`src/hw/pwm_timer_pkg.sv`:
```
// Constants and types for the 16-bit PWM timer block
package pwm_timer_pkg;

  // ----------------------------------------
  // Register offsets (byte addresses)
  // ----------------------------------------
  localparam logic [7:0] CTRL_OFS = 8'h00;
  localparam logic [7:0] COUNT_OFS = 8'h04;
  localparam logic [7:0] CMPA_OFS = 8'h08;
  localparam logic [7:0] CMPB_OFS = 8'h0C;
  localparam logic [7:0] CAPTOP_OFS = 8'h10;
  localparam logic [7:0] FLAGS_OFS = 8'h14;

  // ----------------------------------------
  // Control register fields
  // ----------------------------------------
  localparam int CTRL_W = 14;
  localparam int MODE_LSB = 0;
  localparam int POLA_LSB = 4;
  localparam int POLB_LSB = 6;
  localparam int PRESC_LSB = 8;
  localparam int DIRA_BIT = 12;
  localparam int DIRB_BIT = 13;

  // ----------------------------------------
  // Flag register bits
  // ----------------------------------------
  localparam int FLG_OVF = 0;
  localparam int FLG_CMPA = 1;
  localparam int FLG_CMPB = 2;
  localparam int FLG_CAP = 3;

  // ----------------------------------------
  // Reset values
  // ----------------------------------------
  localparam logic [CTRL_W-1:0] CTRL_RST = 14'h0000;
  localparam logic [15:0] CMP_RST = 16'h0000;
  localparam logic [15:0] CAPTOP_RST = 16'h0000;
  localparam logic [3:0] FLAGS_RST = 4'h0;

  // ----------------------------------------
  // Count limits
  // ----------------------------------------
  localparam logic [15:0] BOTTOM = 16'h0000;
  localparam logic [15:0] TOP_8BIT = 16'h00FF;
  localparam logic [15:0] TOP_9BIT = 16'h01FF;
  localparam logic [15:0] TOP_10BIT = 16'h03FF;
  localparam logic [15:0] FULL_MASK = 16'hFFFF;

  // ----------------------------------------
  // Waveform mode codes
  // ----------------------------------------
  localparam logic [3:0] MODE_PC8 = 4'h1;
  localparam logic [3:0] MODE_PC9 = 4'h2;
  localparam logic [3:0] MODE_PC10 = 4'h3;
  localparam logic [3:0] MODE_FAST8 = 4'h5;
  localparam logic [3:0] MODE_FAST9 = 4'h6;
  localparam logic [3:0] MODE_FAST10 = 4'h7;
  localparam logic [3:0] MODE_PC_CAP = 4'hA;
  localparam logic [3:0] MODE_PC_CMPA = 4'hB;
  localparam logic [3:0] MODE_FAST_CAP = 4'hE;
  localparam logic [3:0] MODE_FAST_CMPA = 4'hF;

  // ----------------------------------------
  // Output polarity codes
  // ----------------------------------------
  localparam logic [1:0] POL_OFF = 2'h0;
  localparam logic [1:0] POL_TOGGLE = 2'h1;
  localparam logic [1:0] POL_NONINV = 2'h2;
  localparam logic [1:0] POL_INV = 2'h3;

  // ----------------------------------------
  // Prescaler selects and terminal counts (divide by 1, 8, 64, 256, 1024)
  // ----------------------------------------
  localparam logic [2:0] PRESC_STOP = 3'h0;
  localparam logic [2:0] PRESC_1 = 3'h1;
  localparam logic [2:0] PRESC_8 = 3'h2;
  localparam logic [2:0] PRESC_64 = 3'h3;
  localparam logic [2:0] PRESC_256 = 3'h4;
  localparam logic [2:0] PRESC_1024 = 3'h5;
  localparam logic [9:0] DIVM_1 = 10'h000;
  localparam logic [9:0] DIVM_8 = 10'h007;
  localparam logic [9:0] DIVM_64 = 10'h03F;
  localparam logic [9:0] DIVM_256 = 10'h0FF;
  localparam logic [9:0] DIVM_1024 = 10'h3FF;

  // Bus handshake phase
  typedef enum logic {BUS_IDLE, BUS_ACK} bus_state_t;

endpackage

```
`src/hw/pwm_timer16.sv`:
```
// 16-bit timer with fast and phase correct PWM, APB register slave
//
// Function
// - Fast PWM modes count BOTTOM up to TOP, then restart at BOTTOM.
// - Fast PWM non-inverting clears on match, sets at BOTTOM; inverting opposite.
// - Polarity 2 gives non-inverted PWM, polarity 3 gives inverted PWM.
// - Fast TOP is 0xFF, 0x1FF, 0x3FF, capture top or compare A.
// - Fast PWM sets overflow and the TOP source flag when count hits TOP.
// - Each channel flag sets when the count equals its compare value.
// - Fixed TOP modes mask compare writes above the selected resolution.
// - Capture top acts at once; a missed match wraps through 0xFFFF.
// - Fast PWM loads buffered compare A at TOP, with clear and overflow.
// - A waveform reaches its pin only while the direction bit is set.
// - Fast PWM compare 0 gives a one-tick spike; compare TOP a constant.
// - Polarity 1 toggles output A on match, fast PWM only mode 15.
// - Timer tick is the clock divided by 1, 8, 64, 256 or 1024.
// - Dual-slope counts up to TOP then down; TOP chosen by mode.
// - Dual-slope count holds TOP for exactly one tick before descending.
// - Dual-slope non-inverting clears on up match, sets on down match.
// - Dual-slope sets overflow each time the count reaches BOTTOM.
// - Dual-slope loads buffers at TOP and sets TOP source flag then.
// - Dual-slope compare BOTTOM gives constant low, TOP constant high.
// - Mode 11 with polarity 1 toggles output A on each match.
`timescale 1ns/100ps
`default_nettype none

module pwm_timer16
  import pwm_timer_pkg::*;
(
  input wire logic pclk,
  input wire logic presetn,
  input wire logic psel,
  input wire logic penable,
  input wire logic pwrite,
  input wire logic [7:0] paddr,
  input wire logic [31:0] pwdata,
  output logic [31:0] prdata,
  output logic pready,
  output logic pslverr,
  output logic [1:0] waveform_output,
  output logic [1:0] pin_out,
  output logic [1:0] pin_oe
);

  // ----------------------------------------
  // State record
  // ----------------------------------------
  typedef struct packed {
    bus_state_t bus;
    logic [31:0] rdata;
    logic slverr;
    logic [CTRL_W-1:0] ctrl;
    logic [15:0] cnt;
    logic up;
    logic [9:0] pre;
    logic [1:0][15:0] buf_v;
    logic [1:0][15:0] act_v;
    logic [15:0] captop;
    logic [3:0] flags;
    logic [1:0] wave;
  } state_t;

  state_t state_q;
  state_t state_d;

  logic [3:0] mode;
  logic [1:0][1:0] pol;
  logic [2:0] presc;
  logic fast_mode;
  logic dual_mode;
  logic fixed_top;
  logic [15:0] top_v;
  logic [15:0] res_mask;
  logic [9:0] div_max;
  logic tick;
  logic at_top;
  logic [1:0] match;
  logic wr_en;
  logic addr_hit;
  logic [31:0] rd_mux;
  logic [3:0] fset;
  logic [3:0] fclr;

  assign mode = state_q.ctrl[MODE_LSB +: 4];
  assign pol[0] = state_q.ctrl[POLA_LSB +: 2];
  assign pol[1] = state_q.ctrl[POLB_LSB +: 2];
  assign presc = state_q.ctrl[PRESC_LSB +: 3];

  // ----------------------------------------
  // Mode decode
  // ----------------------------------------
  // single-slope mode set
  assign fast_mode = (mode == MODE_FAST8) || (mode == MODE_FAST9) ||
                     (mode == MODE_FAST10) || (mode == MODE_FAST_CAP) ||
                     (mode == MODE_FAST_CMPA);
  assign dual_mode = (mode == MODE_PC8) || (mode == MODE_PC9) ||
                     (mode == MODE_PC10) || (mode == MODE_PC_CAP) ||
                     (mode == MODE_PC_CMPA);
  assign fixed_top = (mode == MODE_FAST8) || (mode == MODE_FAST9) ||
                     (mode == MODE_FAST10) || (mode == MODE_PC8) ||
                     (mode == MODE_PC9) || (mode == MODE_PC10);

  // TOP selection; compare A top uses the active copy, not the buffer
  // top value select
  always_comb begin
    case (mode)
      MODE_FAST8, MODE_PC8: top_v = TOP_8BIT;
      MODE_FAST9, MODE_PC9: top_v = TOP_9BIT;
      MODE_FAST10, MODE_PC10: top_v = TOP_10BIT;
      MODE_FAST_CAP, MODE_PC_CAP: top_v = state_q.captop;
      MODE_FAST_CMPA, MODE_PC_CMPA: top_v = state_q.act_v[0];
      default: top_v = FULL_MASK;
    endcase
  end

  // Resolution mask applied to compare writes
  // mask unused compare bits
  assign res_mask = fixed_top ? top_v : FULL_MASK;

  // ----------------------------------------
  // Prescaler
  // ----------------------------------------
  // divider terminal count
  always_comb begin
    case (presc)
      PRESC_1: div_max = DIVM_1;
      PRESC_8: div_max = DIVM_8;
      PRESC_64: div_max = DIVM_64;
      PRESC_256: div_max = DIVM_256;
      PRESC_1024: div_max = DIVM_1024;
      default: div_max = DIVM_1;
    endcase
  end

  // Stopped or unused selects give no tick, so the counter freezes
  // tick enable
  assign tick = (presc >= PRESC_1) && (presc <= PRESC_1024) &&
                (state_q.pre == div_max);

  assign at_top = (state_q.cnt == top_v);

  // ----------------------------------------
  // Per-channel compare
  // ----------------------------------------
  genvar ch;
  generate
    for (ch = 0; ch < 2; ch++) begin : g_cmp
      assign match[ch] = (state_q.cnt == state_q.act_v[ch]);
    end
  endgenerate

  // ----------------------------------------
  // Bus decode
  // ----------------------------------------
  // Writes land on the last access edge, when pready is high
  assign wr_en = (state_q.bus == BUS_ACK) && psel && penable && pwrite;

  always_comb begin
    addr_hit = 1'b1;
    case (paddr)
      CTRL_OFS: rd_mux = {18'h0_0000, state_q.ctrl};
      COUNT_OFS: rd_mux = {16'h0000, state_q.cnt};
      CMPA_OFS: rd_mux = {16'h0000, state_q.buf_v[0]};
      CMPB_OFS: rd_mux = {16'h0000, state_q.buf_v[1]};
      CAPTOP_OFS: rd_mux = {16'h0000, state_q.captop};
      FLAGS_OFS: rd_mux = {28'h000_0000, state_q.flags};
      default: begin
        rd_mux = 32'h0000_0000;
        addr_hit = 1'b0;
      end
    endcase
  end

  // ----------------------------------------
  // Next-state logic
  // ----------------------------------------
  always_comb begin
    state_d = state_q;
    fset = 4'h0;
    fclr = 4'h0;

    // Bus phase: answer one cycle after the setup cycle
    case (state_q.bus)
      BUS_IDLE: begin
        if (psel && !penable) begin
          state_d.bus = BUS_ACK;
          state_d.rdata = pwrite ? 32'h0000_0000 : rd_mux;
          state_d.slverr = !addr_hit;
        end
      end
      BUS_ACK: begin
        state_d.bus = BUS_IDLE;
        state_d.rdata = 32'h0000_0000;
        state_d.slverr = 1'b0;
      end
      default: begin
        state_d.bus = BUS_IDLE;
      end
    endcase

    // Prescaler restarts on every tick and sits at zero when stopped
    if (tick || (presc == PRESC_STOP)) begin
      state_d.pre = 10'h000;
    end else begin
      state_d.pre = 10'(state_q.pre + 10'h001);
    end

    // Outside the PWM modes the active compares follow the buffers
    if (!fast_mode && !dual_mode) begin
      state_d.act_v = state_q.buf_v;
    end

    // ----- Single-slope counting -----
    if (tick && fast_mode) begin
      if (at_top) begin
        state_d.cnt = BOTTOM;
        fset[FLG_OVF] = 1'b1;
        state_d.act_v = state_q.buf_v;
      end else begin
        state_d.cnt = 16'(state_q.cnt + 16'h0001);
      end
      if (at_top && (mode == MODE_FAST_CMPA)) begin
        fset[FLG_CMPA] = 1'b1;
      end
      if (at_top && (mode == MODE_FAST_CAP)) begin
        fset[FLG_CAP] = 1'b1;
      end
      for (int i = 0; i < 2; i++) begin
        if (match[i]) begin
          fset[FLG_CMPA + i] = 1'b1;
          if (pol[i] == POL_NONINV) begin
            state_d.wave[i] = 1'b0;
          end else if (pol[i] == POL_INV) begin
            state_d.wave[i] = 1'b1;
          end else if ((pol[i] == POL_TOGGLE) && (i == 0) &&
                       (mode == MODE_FAST_CMPA)) begin
            // toggle only with compare A top
            state_d.wave[i] = !state_q.wave[i];
          end
        end
        // Bottom action wins over a match at TOP so compare TOP is constant
        // bottom takes priority
        if (at_top) begin
          if (pol[i] == POL_NONINV) begin
            state_d.wave[i] = 1'b1;
          end else if (pol[i] == POL_INV) begin
            state_d.wave[i] = 1'b0;
          end
        end
      end
    end

    // ----- Dual-slope counting -----
    if (tick && dual_mode) begin
      if (state_q.up) begin
        if (at_top) begin
          // turn after one tick at top
          state_d.up = 1'b0;
          state_d.cnt = 16'(state_q.cnt - 16'h0001);
          state_d.act_v = state_q.buf_v;
          if (mode == MODE_PC_CMPA) begin
            fset[FLG_CMPA] = 1'b1;
          end
          if (mode == MODE_PC_CAP) begin
            fset[FLG_CAP] = 1'b1;
          end
        end else begin
          state_d.cnt = 16'(state_q.cnt + 16'h0001);
        end
      end else begin
        if (state_q.cnt == BOTTOM) begin
          fset[FLG_OVF] = 1'b1;
          state_d.up = 1'b1;
          state_d.cnt = 16'(state_q.cnt + 16'h0001);
        end else begin
          state_d.cnt = 16'(state_q.cnt - 16'h0001);
        end
      end
      // The direction after this tick decides the edge, so a match at TOP
      // sets and a match at BOTTOM clears, giving the constant extremes
      for (int i = 0; i < 2; i++) begin
        if (match[i]) begin
          fset[FLG_CMPA + i] = 1'b1;
          if (pol[i] == POL_NONINV) begin
            state_d.wave[i] = !state_d.up;
          end else if (pol[i] == POL_INV) begin
            state_d.wave[i] = state_d.up;
          end else if ((pol[i] == POL_TOGGLE) && (i == 0) &&
                       (mode == MODE_PC_CMPA)) begin
            state_d.wave[i] = !state_q.wave[i];
          end
        end
      end
    end

    // ----- Register writes -----
    if (wr_en) begin
      case (paddr)
        CTRL_OFS: begin
          state_d.ctrl = pwdata[CTRL_W-1:0];
        end
        CMPA_OFS: begin
          state_d.buf_v[0] = pwdata[15:0] & res_mask;
        end
        CMPB_OFS: begin
          state_d.buf_v[1] = pwdata[15:0] & res_mask;
        end
        CAPTOP_OFS: begin
          state_d.captop = pwdata[15:0];
        end
        FLAGS_OFS: begin
          fclr = pwdata[3:0];
        end
        default: begin
          fclr = 4'h0;
        end
      endcase
    end

    // Write one clears a flag; a hardware set in the same cycle wins
    state_d.flags = (state_q.flags & ~fclr) | fset;
  end

  // ----------------------------------------
  // State register
  // ----------------------------------------
  // reset clears all state except up, which is set so counting starts upward
  always_ff @(posedge pclk or negedge presetn) begin
    if (!presetn) begin
      state_q.bus <= BUS_IDLE;
      state_q.rdata <= 32'h0000_0000;
      state_q.slverr <= 1'b0;
      state_q.ctrl <= CTRL_RST;
      state_q.cnt <= BOTTOM;
      state_q.up <= 1'b1;
      state_q.pre <= 10'h000;
      state_q.buf_v <= {CMP_RST, CMP_RST};
      state_q.act_v <= {CMP_RST, CMP_RST};
      state_q.captop <= CAPTOP_RST;
      state_q.flags <= FLAGS_RST;
      state_q.wave <= 2'h0;
    end else begin
      state_q <= state_d;
    end
  end

  // ----------------------------------------
  // Outputs, all straight from flops
  // ----------------------------------------
  assign prdata = state_q.rdata;
  assign pready = (state_q.bus == BUS_ACK);
  assign pslverr = state_q.slverr;
  assign waveform_output = state_q.wave;
  assign pin_out = state_q.wave;
  assign pin_oe = {state_q.ctrl[DIRB_BIT], state_q.ctrl[DIRA_BIT]};

endmodule

`default_nettype wire

```
`config.mk`:
```
export PLATFORM = sky130hd
export DESIGN_NAME = pwm_timer16
export DESIGN_NICKNAME = d
export VERILOG_FILES = /design/src/hw/pwm_timer_pkg.sv /design/src/hw/pwm_timer16.sv
export SDC_FILE = /design/constraint.sdc
export NUM_CORES = 1
export LEC_CHECK = 0
export BUFFER_PORTS_ARGS = -buffer_cell sky130_fd_sc_hd__buf_4
export CAP_MARGIN = 20
export CELL_PAD_IN_SITES_DETAIL_PLACEMENT = 0
export CELL_PAD_IN_SITES_GLOBAL_PLACEMENT = 2
export CORE_MARGIN = 1.5
export CORE_UTILIZATION = 30
export DETAILED_ROUTE_END_ITERATION = 7
export GPL_TIMING_DRIVEN = 0
export PLACE_DENSITY_LB_ADDON = 0.05
export SYNTH_ARGS = -nofsm -noshare
export SYNTH_HDL_FRONTEND = slang
export SYNTH_SLANG_ARGS = --single-unit
```
`constraint.sdc`:
```
create_clock -name pclk -period 3.03 [get_ports pclk]
set_input_delay 0.1515 -clock pclk [delete_from_list [all_inputs] [get_ports pclk]]
set_output_delay 0.1515 -clock pclk [all_outputs]
set_load 0.05 [all_outputs]
```
==> summary.txt <==
Status: complete, but fails checks
Period utilization: 1.030
Ys async rst share: 1.000
Synth Area per Inst: 10.21 um2
Met2 WL: 14170 um
Top cell type's share of synthesized area: 0.4223
Post-synthesis register bit count: 145
CTS tree: done
Largest net degree at the start of global routing: 76
Worst setup EP type: register
Final setup viols: 34
Max-cap violations: 0
Slew HR: 0.3292
Worst-Skew Late Latency: 440 ps
Tot GR Track Use: 0.2153
M1 WL: 14560 um
Main area contributors after synthesis: dfrtp_1, mux2_2, xnor2_1
Finished Cell Area: 10950 um2
Area after DPL: 9494 um2
Boundary Pins: 85
ANT nets after route: 0
Cells after Synth: 836
Crit Path Category: reg -> reg
Register area share after synthesis: 0.4254
Initial antenna violation count: 1
Met3 WL: 1327 um
Final Hold Violating Endpoints: 0
# port buffers: 51
CP arrival: 3420 ps
Core box area: 27860 um2
Top_reg_cell synth: dfrtp_1
NumNets Final: 1018
Area added between synthesis and finish: 28.35%
Hold_ws: 30.10 ps
CTS buffer count: 17
Synth warn: 0
Die Ht: 171.6 um
Initial core utilization: 0.3063
Final HPWL DP: 21800 um
Static Leak: 4.892 nW
Most frequent cells after synthesis: dfrtp_1, nand2_1, mux2_2
Grt ovf: 0
Fmax: 0.3206 GHz
H-tree Lvls: 4
Reg clk slew, reported paths: 60 ps
Max-slew violations: 0
Top Metal Used: met4
Fin util: 0.3931
First-pass GRT wire length: 45840 um
Post-synthesis cell type count: 80
Die area: 29460 um2
Via density: 5.175
Die Wd: 171.6 um
Final wirelength: 30620 um
EDFF count, synth: 0
DR DRC count: 0
Count leader, synth: dfrtp_1
DRT iter0 DRCs: 430
Detailed-route via count: 7023
Hold Crit Class: in -> reg
Failing checks: negative setup slack
Startpoint types: register
Vias in the first global route: 6988
Mapped cell area: 8532 um2
RSZ-0062 raised after global routing: true
Pre-antenna DRT Iters: 5
Power per standard cell area: 395.0 nW/um2
Clock Path Buffers: 2
Post-synth top area cell: dfrtp_1
N_diodes: 0
Final setup margin: -89.57 ps
Worst EP required: 3330 ps
Clock Tree Root: clkbuf_16
Max IR drop VDD: 0.3164 mV
Clock skew: 18.57 ps
Share of layout cells above drive strength 1: 0.3095
Worst Path Max Fanout: 8
CTS Sinks: 145
Placement Rows: 61
Setup TNS Final: -1921 ps
DR WL/cell: 22.56 um
Final period demand of the worst path: 3120 ps
Worst-Margin Slew: 1006 ps
GPL Wtd Cong: 0.8182
==> layout by cell type, fill, tap and decap left out, types with 6 or more instances in the layout <==
| cell | instances |
|---|---|
| dfrtp_1 | 139 |
| buf_4 | 117 |
| nand2_1 | 70 |
| mux2_2 | 51 |
| o21ai_0 | 49 |
| xnor2_1 | 46 |
| a21oi_1 | 31 |
| mux2i_1 | 29 |
| clkbuf_1 | 28 |
| nor2_1 | 22 |
| mux2_4 | 21 |
| clkbuf_16 | 20 |
| conb_1 | 16 |
| and3_1 | 15 |
| nand3_1 | 15 |
| nand4_1 | 15 |
| dlygate4sd3_1 | 15 |
| o22ai_1 | 14 |
| inv_1 | 12 |
| mux2_1 | 12 |
| or3_1 | 11 |
| nor3_1 | 10 |
| nor2b_1 | 9 |
| xor2_1 | 8 |
| o31ai_1 | 7 |
| buf_6 | 7 |
| nand2b_1 | 7 |
| o21ai_1 | 7 |
| a22o_1 | 6 |
==> state kept, by name, indices dropped and copies added (netlist names) <==
register	flops
mode	4
pin_oe	2
pin_out	2
pol	4
prdata	16
pready	1
presc	3
pslverr	1
state_q	112
==> metrics by stage <==
step / std cells / power (mW) / worst slack, ps
floorplan: 851 / 2.104 / 20.26
global placement: 1280 / 2.211 / -992.5
detailed placement: 1283 / 2.221 / -979.6
CTS: 1352 / 4.390 / -54.13
global route: 1357 / 4.479 / -219.6
finish: 1357 / 4.325 / -89.57
==> timing repair <==
item / CTS / global route
buffers inserted: 23 / 3
endpoints found under the setup margin: 55 / 58
endpoints found under the hold margin: 112 / 0
hold buffers: 15 / 0
cloned: 3 / 2
resized for setup: 103 / 10
pin swaps: 21 / 5
==> cells by family after synthesis <==
family                     count (synthesis)  synth area share
xor gates and xnor gates                  54           0.05543
DFF                                      145            0.4254
muxes                                    122            0.1647
adders and majority gates                  7           0.01026
and+or+nand+nor                          224            0.1403
buffers and inverters                    108           0.06819
AOI/OAI and AO/OA                        175            0.1352
other                                      1         0.0004395
==> report_power, final <==
part	internal (mW)	switching, mW	total [mW]
Clock	1.11	1.01	2.12
Combinational	0.0899	0.166	0.256
Sequential	1.94	0.00721	1.95
Total	3.15	1.18	4.33
==> worst paths after layout <==
check	from	to	slack [ps]	depth (start not counted)
worst max register to register	mode[0]$_DFFE_PN0P_	state_q[25]$_DFF_PN0_	-90	10
min in group asynchronous	presetn	state_q[98]$_DFFE_PN0P_	350	2
worst min-delay path	pwdata[1]	state_q[7]$_DFFE_PN0P_	30	2
worst min register to register	state_q[86]$_DFF_PN0_	state_q[86]$_DFF_PN0_	470	1
max in group asynchronous	presetn	presc[2]$_DFFE_PN0P_	1800	3
worst max-delay path	mode[0]$_DFFE_PN0P_	state_q[25]$_DFF_PN0_	-90	10
==> worst max-delay path: stages, from the launching register on <==
cell	delay [ps]
dfrtp_2	460
buf_12	170
mux2_2	400
o41a_1	330
a222oi_1	360
and4_2	350
and2_4	180
a21oi_4	60
buf_12	180
clkbuf_16	170
mux2_1	310
==> layout make-up <==
type | count | area (um2)
Buffer | 88 | 598.1
Clock buffer | 18 | 439.2
Sequential cell | 145 | 3636
Fill cell | 2813 | 16910
Clock inverter | 14 | 136.4
Timing Repair Buffer | 100 | 899.6
Multi-Input combinational cell | 599 | 4710
Inverter | 15 | 58.81
Tap cell | 378 | 473.0
==> routing by layer <==
layer | track usage | up-vias
met5 | 0 | -
met4 | 0.06445 | 0
met3 | 0.04280 | 33
met2 | 0.3397 | 169
met1 | 0.2963 | 3573
li1 | - | 3248
Note: power is estimated with default switching activity, not from simulation.
